File: src/pkg/swt_regs.svh
/*
  Register offsets, field positions, reset values and timing counts of the
  slow clock wakeup timer. Assumes byte offsets on an 8-bit address.
*/
`ifndef SWT_REGS_SVH
`define SWT_REGS_SVH

`define SWT_OFF_SETTLE 8'h08
`define SWT_OFF_TIME 8'h10
`define SWT_OFF_MIN 8'h14
`define SWT_OFF_MEAN 8'h18
`define SWT_OFF_MAX 8'h1c
`define SWT_OFF_STCLR 8'h20
`define SWT_OFF_RTIME 8'h24
`define SWT_OFF_RSLP 8'h28
`define SWT_OFF_CTIME 8'h2c
`define SWT_OFF_CSLP 8'h30
`define SWT_OFF_RMASK 8'h40
`define SWT_OFF_RFLAG 8'h44
`define SWT_OFF_CMASK 8'h48
`define SWT_OFF_CFLAG 8'h4c

`define SWT_CLR_EXT_BIT 0
`define SWT_CLR_MEAN_BIT 1
`define SWT_SLEEP_EN_BIT 29
`define SWT_WAKE_EN_BIT 30
`define SWT_FORCE_BIT 31
`define SWT_IRQ_BIT 0

`define SWT_RSLP_RST 32'h0000_0007
`define SWT_CSLP_RST 32'h8000_0007
`define SWT_SLP_WMASK 32'he000_0007

`define SWT_REF_MHZ 50
`define SWT_TICK_MHZ 16
`define SWT_AVG_WINDOW 4'hf
`define SWT_AVG_SAT 8'hff
`define SWT_FRAC_MAX 4'hf
`define SWT_LEN_MAX 10'h3ff

`endif

File: src/pkg/swt_pkg.sv
/*
  Types shared by the slow clock wakeup timer. Assumes swt_regs.svh holds
  the numeric constants.
*/
package swt_pkg;

  // wake requests leaving the block, one-cycle pulses
  typedef struct packed {
    logic supply_restore_req;
    logic radio_wake_req;
    logic core_wake_req;
  } swt_wake_t;

  // peripheral bus request
  typedef struct packed {
    logic sel;
    logic enable;
    logic write;
    logic [7:0] addr;
    logic [31:0] wdata;
  } swt_bus_req_t;

endpackage

File: src/design/swt_wakeup_timer.sv
/*
  Slow clock wakeup timer: free running interpolated time, slow period
  statistics, timed wake requests, sleep requests and wake interrupt flags.
  Assumes ref_clk at 50 MHz, slow_clk an asynchronous pin near 32 kHz, and
  a peripheral bus master on ref_clk with zero wait states.
*/
// Overview of operation
// - An 8-bit settle lead time in slow periods is held by software.
// - Free time is 32 bits: 31:4 slow count, 3:0 interpolated fraction.
// - Smallest measured slow period shown in bits 13:4, bits 3:0 read zero.
// - Largest measured slow period shown in bits 13:4.
// - Mean integer part is 16 MHz cycles per slow period, updated every 16.
// - Bits 13:0 of mean give 16 MHz cycles within sixteen slow periods.
// - Bits 31:24 count averaged periods, each period, saturating at 0xff.
// - Writing one to bit 0 clears min and max; bit reads back zero.
// - Writing one to bit 1 clears mean and its count; bit reads back zero.
// - A 32-bit radio wake time in sixteenth slow periods is writable.
// - Sleep enable bit 29 requests low power when radio reports not busy.
// - Radio wake enable bit 30 arms wakeup and clears itself on match.
// - Force bit 31 treats the radio as always asleep.
// - Core wake time holds bits 31:4; bits 3:0 read zero.
// - Core wake enable bit 30 issues system wakeup on slow count match.
// - Core force bit 31 resets to one, treating the CPU as asleep.
// - Radio wake interrupt mask bit 0 gates the radio interrupt line.
// - Core wake interrupt mask bit 0 gates the core interrupt line.
// - Status bit 0 reads pending state and clears on write of one.
// - Supply restore raised at radio wake time minus settle lead.
// - Radio wakeup raised when slow count matches radio wake time 31:4.
// - The slow count is a 28-bit free running wrapping counter.
// - Fraction derives from slow clock and a 16 MHz reference tick.
`timescale 1ns/100ps
`include "swt_regs.svh"

module swt_wakeup_timer
  import swt_pkg::*;
(
  input wire logic ref_clk,
  input wire logic reset_n,
  input wire logic slow_clk,
  input wire swt_bus_req_t bus_req,
  output logic [31:0] prdata,
  output logic pready,
  output logic pslverr,
  input wire logic radio_not_busy,
  input wire logic cpu_sleep_req,
  output logic [31:0] free_time,
  output swt_wake_t wake,
  output logic radio_irq,
  output logic core_irq,
  output logic radio_lp_req,
  output logic radio_sleeping,
  output logic cpu_sleeping
);

  // slow count match with an optional lead in slow periods
  function automatic logic time_hit(input logic [27:0] now, input logic [27:0] target,
                                    input logic [7:0] lead);
    time_hit = (now == 28'(target - {20'h0, lead}));
  endfunction

  // reset release through two flops
  logic [1:0] rst_sync_q;
  logic rst_n;
  always_ff @(posedge ref_clk or negedge reset_n) begin
    if (!reset_n) rst_sync_q <= 2'b00;
    else rst_sync_q <= {rst_sync_q[0], 1'b1};
  end
  assign rst_n = rst_sync_q[1];

  // slow clock pin synchroniser and rising edge
  logic slow_meta_q, slow_sync_q, slow_prev_q;
  logic slow_rise;
  always_ff @(posedge ref_clk or negedge rst_n) begin
    if (!rst_n) begin
      slow_meta_q <= 1'b0;
      slow_sync_q <= 1'b0;
      slow_prev_q <= 1'b0;
    end else begin
      slow_meta_q <= slow_clk;
      slow_sync_q <= slow_meta_q;
      slow_prev_q <= slow_sync_q;
    end
  end
  assign slow_rise = slow_sync_q & ~slow_prev_q;

  // 16 MHz tick enable by fractional division of ref_clk
  logic [5:0] tick_acc_q;
  logic [6:0] tick_sum;
  logic tick_en;
  assign tick_sum = {1'b0, tick_acc_q} + 7'(`SWT_TICK_MHZ);
  assign tick_en = tick_sum >= 7'(`SWT_REF_MHZ);
  always_ff @(posedge ref_clk or negedge rst_n) begin
    if (!rst_n) tick_acc_q <= 6'h00;
    else tick_acc_q <= tick_en ? 6'(tick_sum - 7'(`SWT_REF_MHZ)) : tick_sum[5:0];
  end

  // bus decode
  logic setup_ph, wr_acc;
  logic sel_settle, sel_time, sel_min, sel_mean, sel_max, sel_stclr;
  logic sel_rtime, sel_rslp, sel_ctime, sel_cslp, sel_rmask, sel_rflag, sel_cmask, sel_cflag;
  logic addr_hit;
  assign setup_ph = bus_req.sel & ~bus_req.enable;
  assign wr_acc = bus_req.sel & bus_req.enable & bus_req.write & pready;
  assign sel_settle = bus_req.addr == `SWT_OFF_SETTLE;
  assign sel_time = bus_req.addr == `SWT_OFF_TIME;
  assign sel_min = bus_req.addr == `SWT_OFF_MIN;
  assign sel_mean = bus_req.addr == `SWT_OFF_MEAN;
  assign sel_max = bus_req.addr == `SWT_OFF_MAX;
  assign sel_stclr = bus_req.addr == `SWT_OFF_STCLR;
  assign sel_rtime = bus_req.addr == `SWT_OFF_RTIME;
  assign sel_rslp = bus_req.addr == `SWT_OFF_RSLP;
  assign sel_ctime = bus_req.addr == `SWT_OFF_CTIME;
  assign sel_cslp = bus_req.addr == `SWT_OFF_CSLP;
  assign sel_rmask = bus_req.addr == `SWT_OFF_RMASK;
  assign sel_rflag = bus_req.addr == `SWT_OFF_RFLAG;
  assign sel_cmask = bus_req.addr == `SWT_OFF_CMASK;
  assign sel_cflag = bus_req.addr == `SWT_OFF_CFLAG;
  assign addr_hit = sel_settle | sel_time | sel_min | sel_mean | sel_max | sel_stclr |
                    sel_rtime | sel_rslp | sel_ctime | sel_cslp | sel_rmask | sel_rflag |
                    sel_cmask | sel_cflag;

  // clear of min and max, self clearing pulse
  logic clear_extremes;
  assign clear_extremes = wr_acc & sel_stclr & bus_req.wdata[`SWT_CLR_EXT_BIT];
  // clear of mean and its count, self clearing pulse
  logic clear_mean;
  assign clear_mean = wr_acc & sel_stclr & bus_req.wdata[`SWT_CLR_MEAN_BIT];

  // period length in 16 MHz ticks; first partial period is discarded
  logic [9:0] len_cnt_q, last_len_q;
  logic started_q, meas_valid;
  assign meas_valid = slow_rise & started_q;
  always_ff @(posedge ref_clk or negedge rst_n) begin
    if (!rst_n) begin
      len_cnt_q <= 10'h000;
      last_len_q <= 10'h000;
      started_q <= 1'b0;
    end else if (slow_rise) begin
      started_q <= 1'b1;
      last_len_q <= len_cnt_q;
      len_cnt_q <= {9'h000, tick_en};
    end else if (tick_en && len_cnt_q != `SWT_LEN_MAX) begin
      len_cnt_q <= len_cnt_q + 10'h001;
    end
  end

  logic [9:0] min_q, max_q;
  logic ext_valid_q;
  always_ff @(posedge ref_clk or negedge rst_n) begin
    if (!rst_n) begin
      min_q <= 10'h000;
      max_q <= 10'h000;
      ext_valid_q <= 1'b0;
    end else if (clear_extremes) begin
      min_q <= 10'h000;
      max_q <= 10'h000;
      ext_valid_q <= 1'b0;
    end else if (meas_valid) begin
      ext_valid_q <= 1'b1;
      if (!ext_valid_q || len_cnt_q < min_q) min_q <= len_cnt_q;
      if (!ext_valid_q || len_cnt_q > max_q) max_q <= len_cnt_q;
    end
  end

  // mean over windows of sixteen periods, saturating count
  logic [13:0] sum_q, mean_q, sum_next;
  logic [3:0] win_q;
  logic [7:0] avg_count_q;
  assign sum_next = sum_q + {4'h0, len_cnt_q};
  always_ff @(posedge ref_clk or negedge rst_n) begin
    if (!rst_n) begin
      sum_q <= 14'h0000;
      mean_q <= 14'h0000;
      win_q <= 4'h0;
      avg_count_q <= 8'h00;
    end else if (clear_mean) begin
      sum_q <= 14'h0000;
      mean_q <= 14'h0000;
      win_q <= 4'h0;
      avg_count_q <= 8'h00;
    end else if (meas_valid) begin
      win_q <= win_q + 4'h1;
      if (avg_count_q != `SWT_AVG_SAT) avg_count_q <= avg_count_q + 8'h01;
      if (win_q == `SWT_AVG_WINDOW) begin
        mean_q <= sum_next;
        sum_q <= 14'h0000;
      end else begin
        sum_q <= sum_next;
      end
    end
  end

  // fraction steps up to fifteen times per period, using mean or last length
  logic [9:0] divisor;
  logic [10:0] frac_acc_q, frac_sum;
  logic [3:0] frac_q;
  assign divisor = (mean_q[13:4] != 10'h000) ? mean_q[13:4] : last_len_q;
  assign frac_sum = frac_acc_q + 11'h010;
  always_ff @(posedge ref_clk or negedge rst_n) begin
    if (!rst_n) begin
      frac_acc_q <= 11'h000;
      frac_q <= 4'h0;
    end else if (slow_rise) begin
      frac_acc_q <= 11'h000;
      frac_q <= 4'h0;
    end else if (tick_en && divisor != 10'h000 && frac_q != `SWT_FRAC_MAX) begin
      if (frac_sum >= {1'b0, divisor}) begin
        frac_acc_q <= 11'(frac_sum - {1'b0, divisor});
        frac_q <= frac_q + 4'h1;
      end else begin
        frac_acc_q <= frac_sum;
      end
    end
  end

  logic [27:0] time_int_q;
  logic eval_q;
  always_ff @(posedge ref_clk or negedge rst_n) begin
    if (!rst_n) begin
      time_int_q <= 28'h0000000;
      eval_q <= 1'b0;
    end else begin
      eval_q <= slow_rise;
      if (slow_rise) time_int_q <= time_int_q + 28'h0000001;
    end
  end
  assign free_time = {time_int_q, frac_q};

  // software registers
  logic [31:0] settle_q, rtime_q, rslp_q, cslp_q;
  logic [27:0] ctime_q;
  logic rmask_q, cmask_q, rflag_q, cflag_q;
  logic radio_hit, core_hit, settle_hit;
  // radio match, armed by wake enable
  assign radio_hit = eval_q & rslp_q[`SWT_WAKE_EN_BIT] &
                     time_hit(time_int_q, rtime_q[31:4], 8'h00);
  // core match while core wake enabled
  assign core_hit = eval_q & cslp_q[`SWT_WAKE_EN_BIT] &
                    time_hit(time_int_q, ctime_q, 8'h00);
  // early supply restore ahead by the settle lead
  assign settle_hit = eval_q & ((rslp_q[`SWT_WAKE_EN_BIT] &
                       time_hit(time_int_q, rtime_q[31:4], settle_q[7:0])) |
                      (cslp_q[`SWT_WAKE_EN_BIT] &
                       time_hit(time_int_q, ctime_q, settle_q[7:0])));

  always_ff @(posedge ref_clk or negedge rst_n) begin
    if (!rst_n) begin
      settle_q <= 32'h0000_0000;
      rtime_q <= 32'h0000_0000;
      ctime_q <= 28'h0000000;
    end else begin
      if (wr_acc && sel_settle) settle_q <= bus_req.wdata;
      if (wr_acc && sel_rtime) rtime_q <= bus_req.wdata;
      if (wr_acc && sel_ctime) ctime_q <= bus_req.wdata[31:4];
    end
  end

  // sleep control; hardware clears radio wake enable
  always_ff @(posedge ref_clk or negedge rst_n) begin
    if (!rst_n) begin
      rslp_q <= `SWT_RSLP_RST;
      cslp_q <= `SWT_CSLP_RST;
    end else begin
      if (wr_acc && sel_rslp) rslp_q <= bus_req.wdata & `SWT_SLP_WMASK;
      else if (radio_hit) rslp_q[`SWT_WAKE_EN_BIT] <= 1'b0;
      if (wr_acc && sel_cslp) cslp_q <= bus_req.wdata & `SWT_SLP_WMASK;
    end
  end

  // sticky flags, a set in the clearing cycle wins
  logic rflag_d, cflag_d;
  assign rflag_d = radio_hit | (rflag_q & ~(wr_acc & sel_rflag & bus_req.wdata[`SWT_IRQ_BIT]));
  assign cflag_d = core_hit | (cflag_q & ~(wr_acc & sel_cflag & bus_req.wdata[`SWT_IRQ_BIT]));
  always_ff @(posedge ref_clk or negedge rst_n) begin
    if (!rst_n) begin
      rmask_q <= 1'b0;
      cmask_q <= 1'b0;
      rflag_q <= 1'b0;
      cflag_q <= 1'b0;
    end else begin
      if (wr_acc && sel_rmask) rmask_q <= bus_req.wdata[`SWT_IRQ_BIT];
      if (wr_acc && sel_cmask) cmask_q <= bus_req.wdata[`SWT_IRQ_BIT];
      rflag_q <= rflag_d;
      cflag_q <= cflag_d;
    end
  end

  // outputs to power controller, radio and CPU
  always_ff @(posedge ref_clk or negedge rst_n) begin
    if (!rst_n) begin
      wake <= '0;
      radio_irq <= 1'b0;
      core_irq <= 1'b0;
      radio_lp_req <= 1'b0;
      radio_sleeping <= 1'b0;
      cpu_sleeping <= 1'b0;
    end else begin
      wake.supply_restore_req <= settle_hit;
      wake.radio_wake_req <= radio_hit;
      wake.core_wake_req <= core_hit;
      radio_irq <= rflag_q & rmask_q;
      core_irq <= cflag_q & cmask_q;
      // low power request, relies on not busy meaning fully idle
      radio_lp_req <= rslp_q[`SWT_SLEEP_EN_BIT] & radio_not_busy;
      radio_sleeping <= rslp_q[`SWT_FORCE_BIT] | radio_lp_req;
      cpu_sleeping <= cslp_q[`SWT_FORCE_BIT] | cpu_sleep_req;
    end
  end

  // read mux, unmapped reads zero
  logic [31:0] rd_mux;
  always_comb begin
    if (sel_settle) rd_mux = settle_q;
    else if (sel_time) rd_mux = {time_int_q, frac_q};
    else if (sel_min) rd_mux = {18'h00000, min_q, 4'h0};
    else if (sel_mean) rd_mux = {avg_count_q, 10'h000, mean_q};
    else if (sel_max) rd_mux = {18'h00000, max_q, 4'h0};
    else if (sel_rtime) rd_mux = rtime_q;
    else if (sel_rslp) rd_mux = rslp_q;
    else if (sel_ctime) rd_mux = {ctime_q, 4'h0};
    else if (sel_cslp) rd_mux = cslp_q;
    else if (sel_rmask) rd_mux = {31'h0, rmask_q};
    else if (sel_rflag) rd_mux = {31'h0, rflag_q};
    else if (sel_cmask) rd_mux = {31'h0, cmask_q};
    else if (sel_cflag) rd_mux = {31'h0, cflag_q};
    else rd_mux = 32'h0000_0000;
  end

  // bus answer in the access cycle, error on unmapped address
  always_ff @(posedge ref_clk or negedge rst_n) begin
    if (!rst_n) begin
      prdata <= 32'h0000_0000;
      pready <= 1'b0;
      pslverr <= 1'b0;
    end else begin
      pready <= setup_ph;
      pslverr <= setup_ph & ~addr_hit;
      if (setup_ph) prdata <= bus_req.write ? 32'h0000_0000 : rd_mux;
    end
  end
endmodule // swt_wakeup_timer

File: config.mk
export PLATFORM = sky130hd
export DESIGN_NAME = swt_wakeup_timer
export DESIGN_NICKNAME = d
export VERILOG_FILES = /design/src/pkg/swt_pkg.sv /design/src/design/swt_wakeup_timer.sv
export VERILOG_INCLUDE_DIRS = /design/src /design/src/pkg
export SDC_FILE = /design/constraint.sdc
export NUM_CORES = 1
export LEC_CHECK = 0
export BUFFER_PORTS_ARGS = -buffer_cell sky130_fd_sc_hd__buf_2
export CORE_MARGIN = 2
export CORE_UTILIZATION = 61
export CTS_CLUSTER_DIAMETER = 30
export DETAILED_ROUTE_END_ITERATION = 7
export GPL_TIMING_DRIVEN = 0
export PLACE_DENSITY = 0.79
export SLEW_MARGIN = 0
export SYNTH_ARGS = -nofsm -noshare
export SYNTH_HDL_FRONTEND = slang
export SYNTH_SLANG_ARGS = --single-unit
File: constraint.sdc
create_clock -name ref_clk -period 10 [get_ports ref_clk]
set_input_delay 1.5 -clock ref_clk [delete_from_list [all_inputs] [get_ports ref_clk]]
set_output_delay 1.5 -clock ref_clk [all_outputs]
set_load 0.02 [all_outputs]
Word-level counts from Yosys, hierarchy flattened
Cells that the tools add are included.
{"block": "word_totals", "register_bits": 287, "latchBits": 0, "mem_bits_rw": 0, "romBits": 0, "inputBits": 48, "wordCells": 202, "mem_count": 0}
{"block": "op_classes", "n_addsub": 12, "mul": 0, "div": 0, "order_cmp": 4, "eq_ne": 22, "n_shift": 0, "mux": 45, "n_bitwise": 49, "n_reduce_logical": 30}
{"cell": "$mux W32", "count": 10}
{"cell": "$eq A28 B28 Y1", "count": 4}
{"cell": "$mux W10", "count": 9}
{"cell": "$mux W14", "count": 6}
{"cell": "$sub A28 B8 Y28", "count": 2}
{"cell": "$eq A8 B6 Y1 const B", "count": 5}
{"cell": "$mux W11", "count": 3}
{"cell": "$eq A8 B5 Y1 const B", "count": 4}
{"cell": "$eq A8 B7 Y1 const B", "count": 4}
{"cell": "$add A28 B1 Y28 const B", "count": 1}
{"cell": "$and A1 B1 Y1", "count": 26}
{"cell": "$mux W8", "count": 3}
{"cell": "$mux W4", "count": 5}
{"cell": "$reduce_bool A10 Y1", "count": 2}
{"cell": "$reduce_bool A2 Y1", "count": 10}
{"cell": "$or A1 B1 Y1", "count": 18}
{"cell": "$add A14 B10 Y14", "count": 1}
{"cell": "$add A11 B5 Y11 const B", "count": 1}
{"cell": "$ge A11 B10 Y1", "count": 1}
{"cell": "$sub A11 B10 Y11", "count": 1}
{"cell": "$add A10 B1 Y10 const B", "count": 1}
{"cell": "$gt A10 B10 Y1", "count": 1}
{"cell": "$logic_and A1 B1 Y1", "count": 10}
{"cell": "$lt A10 B10 Y1", "count": 1}
{"cell": "other kinds (16)", "count": 33}

Logic depth before layout (Yosys ltp)
{"block": "logic_depth", "ltp_word": 16, "mapped_depth": 15, "depth_no_buf": 15}

Worst setup path after synthesis
Ideal clock, no wire load.
{"block": "synth_path", "kind": "input to register", "start": "in bus_req[33] in the netlist's numbering", "end": "reg max_q[0]", "setup_time_ns": 0.125, "arrival_time_ns": 3.248, "t_required_ns": 9.875, "setup_slack_ns": 6.627, "path_stages": 4, "n_path_buf": 0, "cell_sequence": "nor4_1 > nand3_1 > o21ai_1 > mux2_2"}
{"block": "synth_between", "elab_chain_cells": 5, "word_cells_on_any_way": 7, "classes_between": "eq/ne (1); mux (1); bitwise (2); reduce/logical (3)"}
{"item": "from (decl)", "line_no": "swt_wakeup_timer.sv:40", "rtl": "input wire swt_bus_req_t bus_req,"}
{"item": "$eq A8 B6 Y1 (no line) (*)"}
{"item": "$and A1 B1 Y1 (*) (2 in series)", "line_no": "swt_wakeup_timer.sv:124", "rtl": "assign clear_extremes = wr_acc & sel_stclr & bus_req.wdata[`SWT_CLR_EXT_BIT];"}
{"item": "$reduce_bool A2 Y1 (no line)"}
{"item": "$reduce_and A2 Y1 (no line)"}
{"item": "to (signal assigned)", "line_no": "swt_wakeup_timer.sv:161", "rtl": "if (!ext_valid_q || len_cnt_q > max_q) max_q <= len_cnt_q;"}
{"item": "to (decl)", "line_no": "swt_wakeup_timer.sv:147", "rtl": "logic [9:0] min_q, max_q;"}
Mark *: on every way between the ends. The rest lies on a longest branch, timed or not.
A chain may end at the register's enable or synchronous reset.

Final worst setup path
{"block": "layout_path", "start": "in bus_req[34] in the netlist's numbering", "end": "reg prdata[13]"}
{"block": "layout_between", "elab_chain_cells": 10, "word_cells_on_any_way": 17, "classes_between": "eq/ne (8); mux (9)"}
{"item": "$eq A8 B6 Y1 (no line)"}
{"item": "$mux W32", "line_no": "swt_wakeup_timer.sv:320", "rtl": "else if (sel_ctime) rd_mux = {ctime_q, 4'h0};"}
{"item": "$mux W32", "line_no": "swt_wakeup_timer.sv:319", "rtl": "else if (sel_rslp) rd_mux = rslp_q;"}
{"item": "$mux W32", "line_no": "swt_wakeup_timer.sv:318", "rtl": "else if (sel_rtime) rd_mux = rtime_q;"}
{"item": "$mux W32", "line_no": "swt_wakeup_timer.sv:317", "rtl": "else if (sel_max) rd_mux = {18'h00000, max_q, 4'h0};"}
{"item": "$mux W32", "line_no": "swt_wakeup_timer.sv:316", "rtl": "else if (sel_mean) rd_mux = {avg_count_q, 10'h000, mean_q};"}
{"item": "$mux W32", "line_no": "swt_wakeup_timer.sv:315", "rtl": "else if (sel_min) rd_mux = {18'h00000, min_q, 4'h0};"}
{"item": "$mux W32", "line_no": "swt_wakeup_timer.sv:314", "rtl": "else if (sel_time) rd_mux = {time_int_q, frac_q};"}
{"item": "$mux W32 (*)", "line_no": "swt_wakeup_timer.sv:313", "rtl": "if (sel_settle) rd_mux = settle_q;"}
{"item": "$mux W32 (*)", "line_no": "swt_wakeup_timer.sv:338", "rtl": "if (setup_ph) prdata <= bus_req.write ? 32'h0000_0000 : rd_mux;"}
{"item": "to (signal assigned)", "line_no": "swt_wakeup_timer.sv:338"}
{"item": "to (decl)", "line_no": "swt_wakeup_timer.sv:41", "rtl": "output logic [31:0] prdata,"}
Marked as above.

==> results.json <==
{
  "run_status": "finished clean",
  "yosys-mux-area-fraction": 0.0853,
  "critPathTopFamily": "simple AND/OR/NAND/NOR gates",
  "grt_max_degree": 74,
  "synth-edff-count": 0,
  "min-delay-path-class": "reg2async",
  "final_net_count": 1988,
  "simple_gate_share_of_the_synthesized_area": 0.159,
  "core_area_sq_um": 26900,
  "timing.critical_path.required_ps": 10470,
  "cp.arrival_ps": 4810,
  "global_route.usage.total": 0.347,
  "chipHeight_um": 169,
  "areaGrowthSynthToFinish_pct": 18.2,
  "crit_type": "in2reg",
  "power-per-cell-area_nw_per_um2": 205,
  "route.vias.total": 14541,
  "overall_routed_net_length_um": 49600,
  "hold_ws_ps": 309,
  "area_of_the_die_sq_um": 28600,
  "clk-insertion-delay-late_ps": 570,
  "total_congestion_overflow_after_global_routing": 0,
  "postCtsSetupBuffers": 0,
  "compound_gate_portion_of_the_synthesized_area": 0.151,
  "finalCritPeriodShare": 0.435,
  "fp-row-count": 60,
  "synth_nets": 1808,
  "cts.repair.resized": 0,
  "ctsHtreeMaxLevel": 2,
  "avgSynthCellArea_sq_um": 9.83,
  "chipWidth_um": 169,
  "max_slew_margin": 0.0561,
  "cts.sink_count": 286,
  "synthMostInstantiatedCell": "sky130_fd_sc_hd__dfrtp_1",
  "hold_viol": 0,
  "number_of_violations_reported_at_the_end_of_detailed_routing_iteration_0": 1280,
  "cap_violations": 0,
  "worst-r2r-setup-slack_ps": 5780,
  "grt_antenna_before_repair": 2,
  "post_layout_cell_count": 2261,
  "r2r-start": "mean_q[4]$_DFFE_PN0P_",
  "synth-warning-count": 0,
  "dr.pass1.iters": 6,
  "avgViaCountPerCell": 6.43,
  "clock.fmax_mhz": 230,
  "cts-buffers-inserted": 55,
  "remaining_drc_errors": 0,
  "io_buffer_count": 119,
  "grt_pass1_vias": 14628,
  "design.portCount": 122,
  "synth_area_leaders": "sky130_fd_sc_hd__dfrtp_1 (42%), sky130_fd_sc_hd__mux2_2 (7.8%), sky130_fd_sc_hd__xnor2_1 (5.8%)",
  "cellLeakagePower_nw": 9.28,
  "wire_length_of_the_first_global_routing_pass_um": 77900,
  "crit-reg2reg-capture": "frac_q[3]$_DFFE_PN0P_",
  "netlist.area_leader.share": 0.420,
  "critical-path-max-stage-delay_ps": 1150,
  "worst-path-buf-inv": 4,
  "route.detailed.wl_per_inst_um": 22.0,
  "clk_transition_reported_paths_ps": 50,
  "cts_tree": "yes",
  "synth-seq-cells": 286,
  "synth-async-reset-ratio": 1.00,
  "layout_min_cycle_time_ps": 4350,
  "slew_violations": 0,
  "critPathSlowestCell": "sky130_fd_sc_hd__nor3_1",
  "synth.lib_cells_used.distinct": 80,
  "synth_top_family_by_area": "simple AND/OR/NAND/NOR gates",
  "post-synth-top-area-cell": "sky130_fd_sc_hd__dfrtp_1",
  "setup.worst_path.end_class": "flop",
  "post_synth_inst_count": 1692,
  "startpoint_type": "primary input",
  "rsz0062_at_grt": "false",
  "synth_area_sq_um": 16600,
  "cts_root_buf": "sky130_fd_sc_hd__clkbuf_16",
  "path_max_fanout": 10,
  "ys.flop_type": "sky130_fd_sc_hd__dfrtp_1",
  "postCtsHoldBufs": 0,
  "globalplace.congestion": 0.946,
  "vdd_drop_max_uv": 183,
  "synth_fa_ha_area_frac": 0.0530,
  "drive_gt1_frac": 0.193,
  "tightest_slew_ps": 1410,
  "final_antenna_net_count": 0,
  "crit_path_cell_trace": "buf_2 -> clkbuf_1 -> inv_1 -> nor3_1 -> clkbuf_1 -> a22oi_1 -> nand2_1 -> o221ai_1 -> a21oi_1 -> a21oi_1 -> o21ai_0",
  "ys_top_cells_by_count": "sky130_fd_sc_hd__dfrtp_1 (279), sky130_fd_sc_hd__nand2_1 (169), sky130_fd_sc_hd__mux2_2 (115), sky130_fd_sc_hd__xnor2_1 (110), sky130_fd_sc_hd__nor2_1 (108)",
  "initial_utilization": 0.619,
  "synth_sequential_area_ratio": 0.431,
  "clock_skew_ps": 20.5,
  "placedCellCount": 2156,
  "cts_max_path_buffers": 3,
  "synth_xor_xnor_area_share": 0.0874,
  "finalSetupViolCount": 0,
  "reg2regPathDepth": 14,
  "hpwl_um": 36200
}
==> through the flow <==
step / TNS [ps] / power, mW / area (sq um) / setup WS [ps] / util
2_1_floorplan: 0 / 1.95 / 16600 / 1450 / -
3_3_place_gp: -389320 / 2.14 / 17600 / -1430 / 0.657
3_5_place_dp: 0 / 2.18 / 17800 / 5210 / 0.661
4_1_cts: 0 / 4.02 / 19700 / 5770 / 0.731
5_1_grt: 0 / 4.19 / 19700 / 5330 / 0.731
6_report: 0 / 4.02 / 19700 / 5650 / 0.731
==> metal layers <==
| layer | vias to the layer above | share of wire | GRT usage |
|---|---|---|---|
| li1 | 6523 | - | - |
| met1 | 7164 | 0.39 | 0.420 |
| met2 | 678 | 0.49 | 0.600 |
| met3 | 176 | 0.068 | 0.0566 |
| met4 | 0 | 0.050 | 0.177 |
| met5 | - | 0 | 0 |
==> placed cells by master (no fill, tap or decap), types with 13 or more instances in the layout <==
cell                        instances
sky130_fd_sc_hd__a21o_1            21
sky130_fd_sc_hd__a21oi_1           80
sky130_fd_sc_hd__a221oi_1          13
sky130_fd_sc_hd__a22o_1            31
sky130_fd_sc_hd__a22oi_1           17
sky130_fd_sc_hd__and2_1            18
sky130_fd_sc_hd__buf_2            126
sky130_fd_sc_hd__clkbuf_1          85
sky130_fd_sc_hd__clkbuf_16         57
sky130_fd_sc_hd__dfrtp_1          278
sky130_fd_sc_hd__ha_1              64
sky130_fd_sc_hd__inv_1             54
sky130_fd_sc_hd__mux2_2           115
sky130_fd_sc_hd__nand2_1          169
sky130_fd_sc_hd__nand2b_1          23
sky130_fd_sc_hd__nand3_1           44
sky130_fd_sc_hd__nand4_1           33
sky130_fd_sc_hd__nor2_1           108
sky130_fd_sc_hd__nor2b_1           15
sky130_fd_sc_hd__nor3_1            33
sky130_fd_sc_hd__nor4_1            22
sky130_fd_sc_hd__o21ai_0           82
sky130_fd_sc_hd__o31ai_1           13
sky130_fd_sc_hd__or3_1             13
sky130_fd_sc_hd__xnor2_1          110
sky130_fd_sc_hd__xor2_1            54
==> worst register-to-register path: stages (launching register included) <==
cell                       delay (ps)
sky130_fd_sc_hd__dfrtp_1          470
sky130_fd_sc_hd__nor4_1           310
sky130_fd_sc_hd__nand2_1          160
sky130_fd_sc_hd__nor3_2           410
sky130_fd_sc_hd__a21oi_1          170
sky130_fd_sc_hd__ha_1             380
sky130_fd_sc_hd__nand3_1          120
sky130_fd_sc_hd__o21ai_0          280
sky130_fd_sc_hd__a31oi_1          220
sky130_fd_sc_hd__o211ai_1         420
sky130_fd_sc_hd__and2_1           190
sky130_fd_sc_hd__clkbuf_1         520
sky130_fd_sc_hd__nand4_1          200
sky130_fd_sc_hd__xor2_1           170
sky130_fd_sc_hd__nor2_1            60
==> area by class of cell <==
cell class	count	area, sq um
multi-input cells	1262	8900
fillers	1953	7220
flip-flops and latches	286	7170
clock buffers	80	1630
repair buffers	123	706
well taps	341	427
plain buffers	90	354
clock inverters	23	254
inverters	54	203
diodes	2	5.00
==> report_power, final <==
group	switching (mW)	internal, mW	leakage [nW]
Sequential	0.117	1.26	3.85
Clock	0.611	1.23	0.921
Combinational	0.471	0.339	4.50
Total	1.20	2.82	9.28
==> sequential cells by signal, indices dropped and copies added, names as in the netlist, 11 cells and up <==
signal	cells
time_int_q	28
ctime_q	28
prdata	32
frac_acc_q	11
mean_q	14
rtime_q	32
settle_q	32
sum_q	14
==> kinds of logic after synthesis <==
group,count (synthesis)
buffers and inverters,144
muxes,126
xor gates and xnor gates,165
and+or+nand+nor,533
AOI/OAI and AO/OA,369
DFF,286
adders and majority gates,68
other,1
==> worst max-delay path by stage <==
| stage | startpoint | to | slack (ps) | depth (start not counted) |
|---|---|---|---|---|
| floorplan | rst_sync_q[1]$_DFF_PN0_ | avg_count_q[0]$_DFFE_PN0P_ | 1450 | 0 |
| global placement | rst_sync_q[1]$_DFF_PN0_ | settle_q[16]$_DFFE_PN0P_ | -1430 | 0 |
| detailed placement | bus_req[34] | prdata[13]$_DFFE_PN0P_ | 5210 | 11 |
| CTS | bus_req[34] | prdata[13]$_DFFE_PN0P_ | 5770 | 11 |
| global route | mean_q[4]$_DFFE_PN0P_ | frac_q[3]$_DFFE_PN0P_ | 5330 | 14 |
| finish | bus_req[34] | prdata[13]$_DFFE_PN0P_ | 5650 | 11 |
No activity file was read; power rests on OpenSTA's default activity.
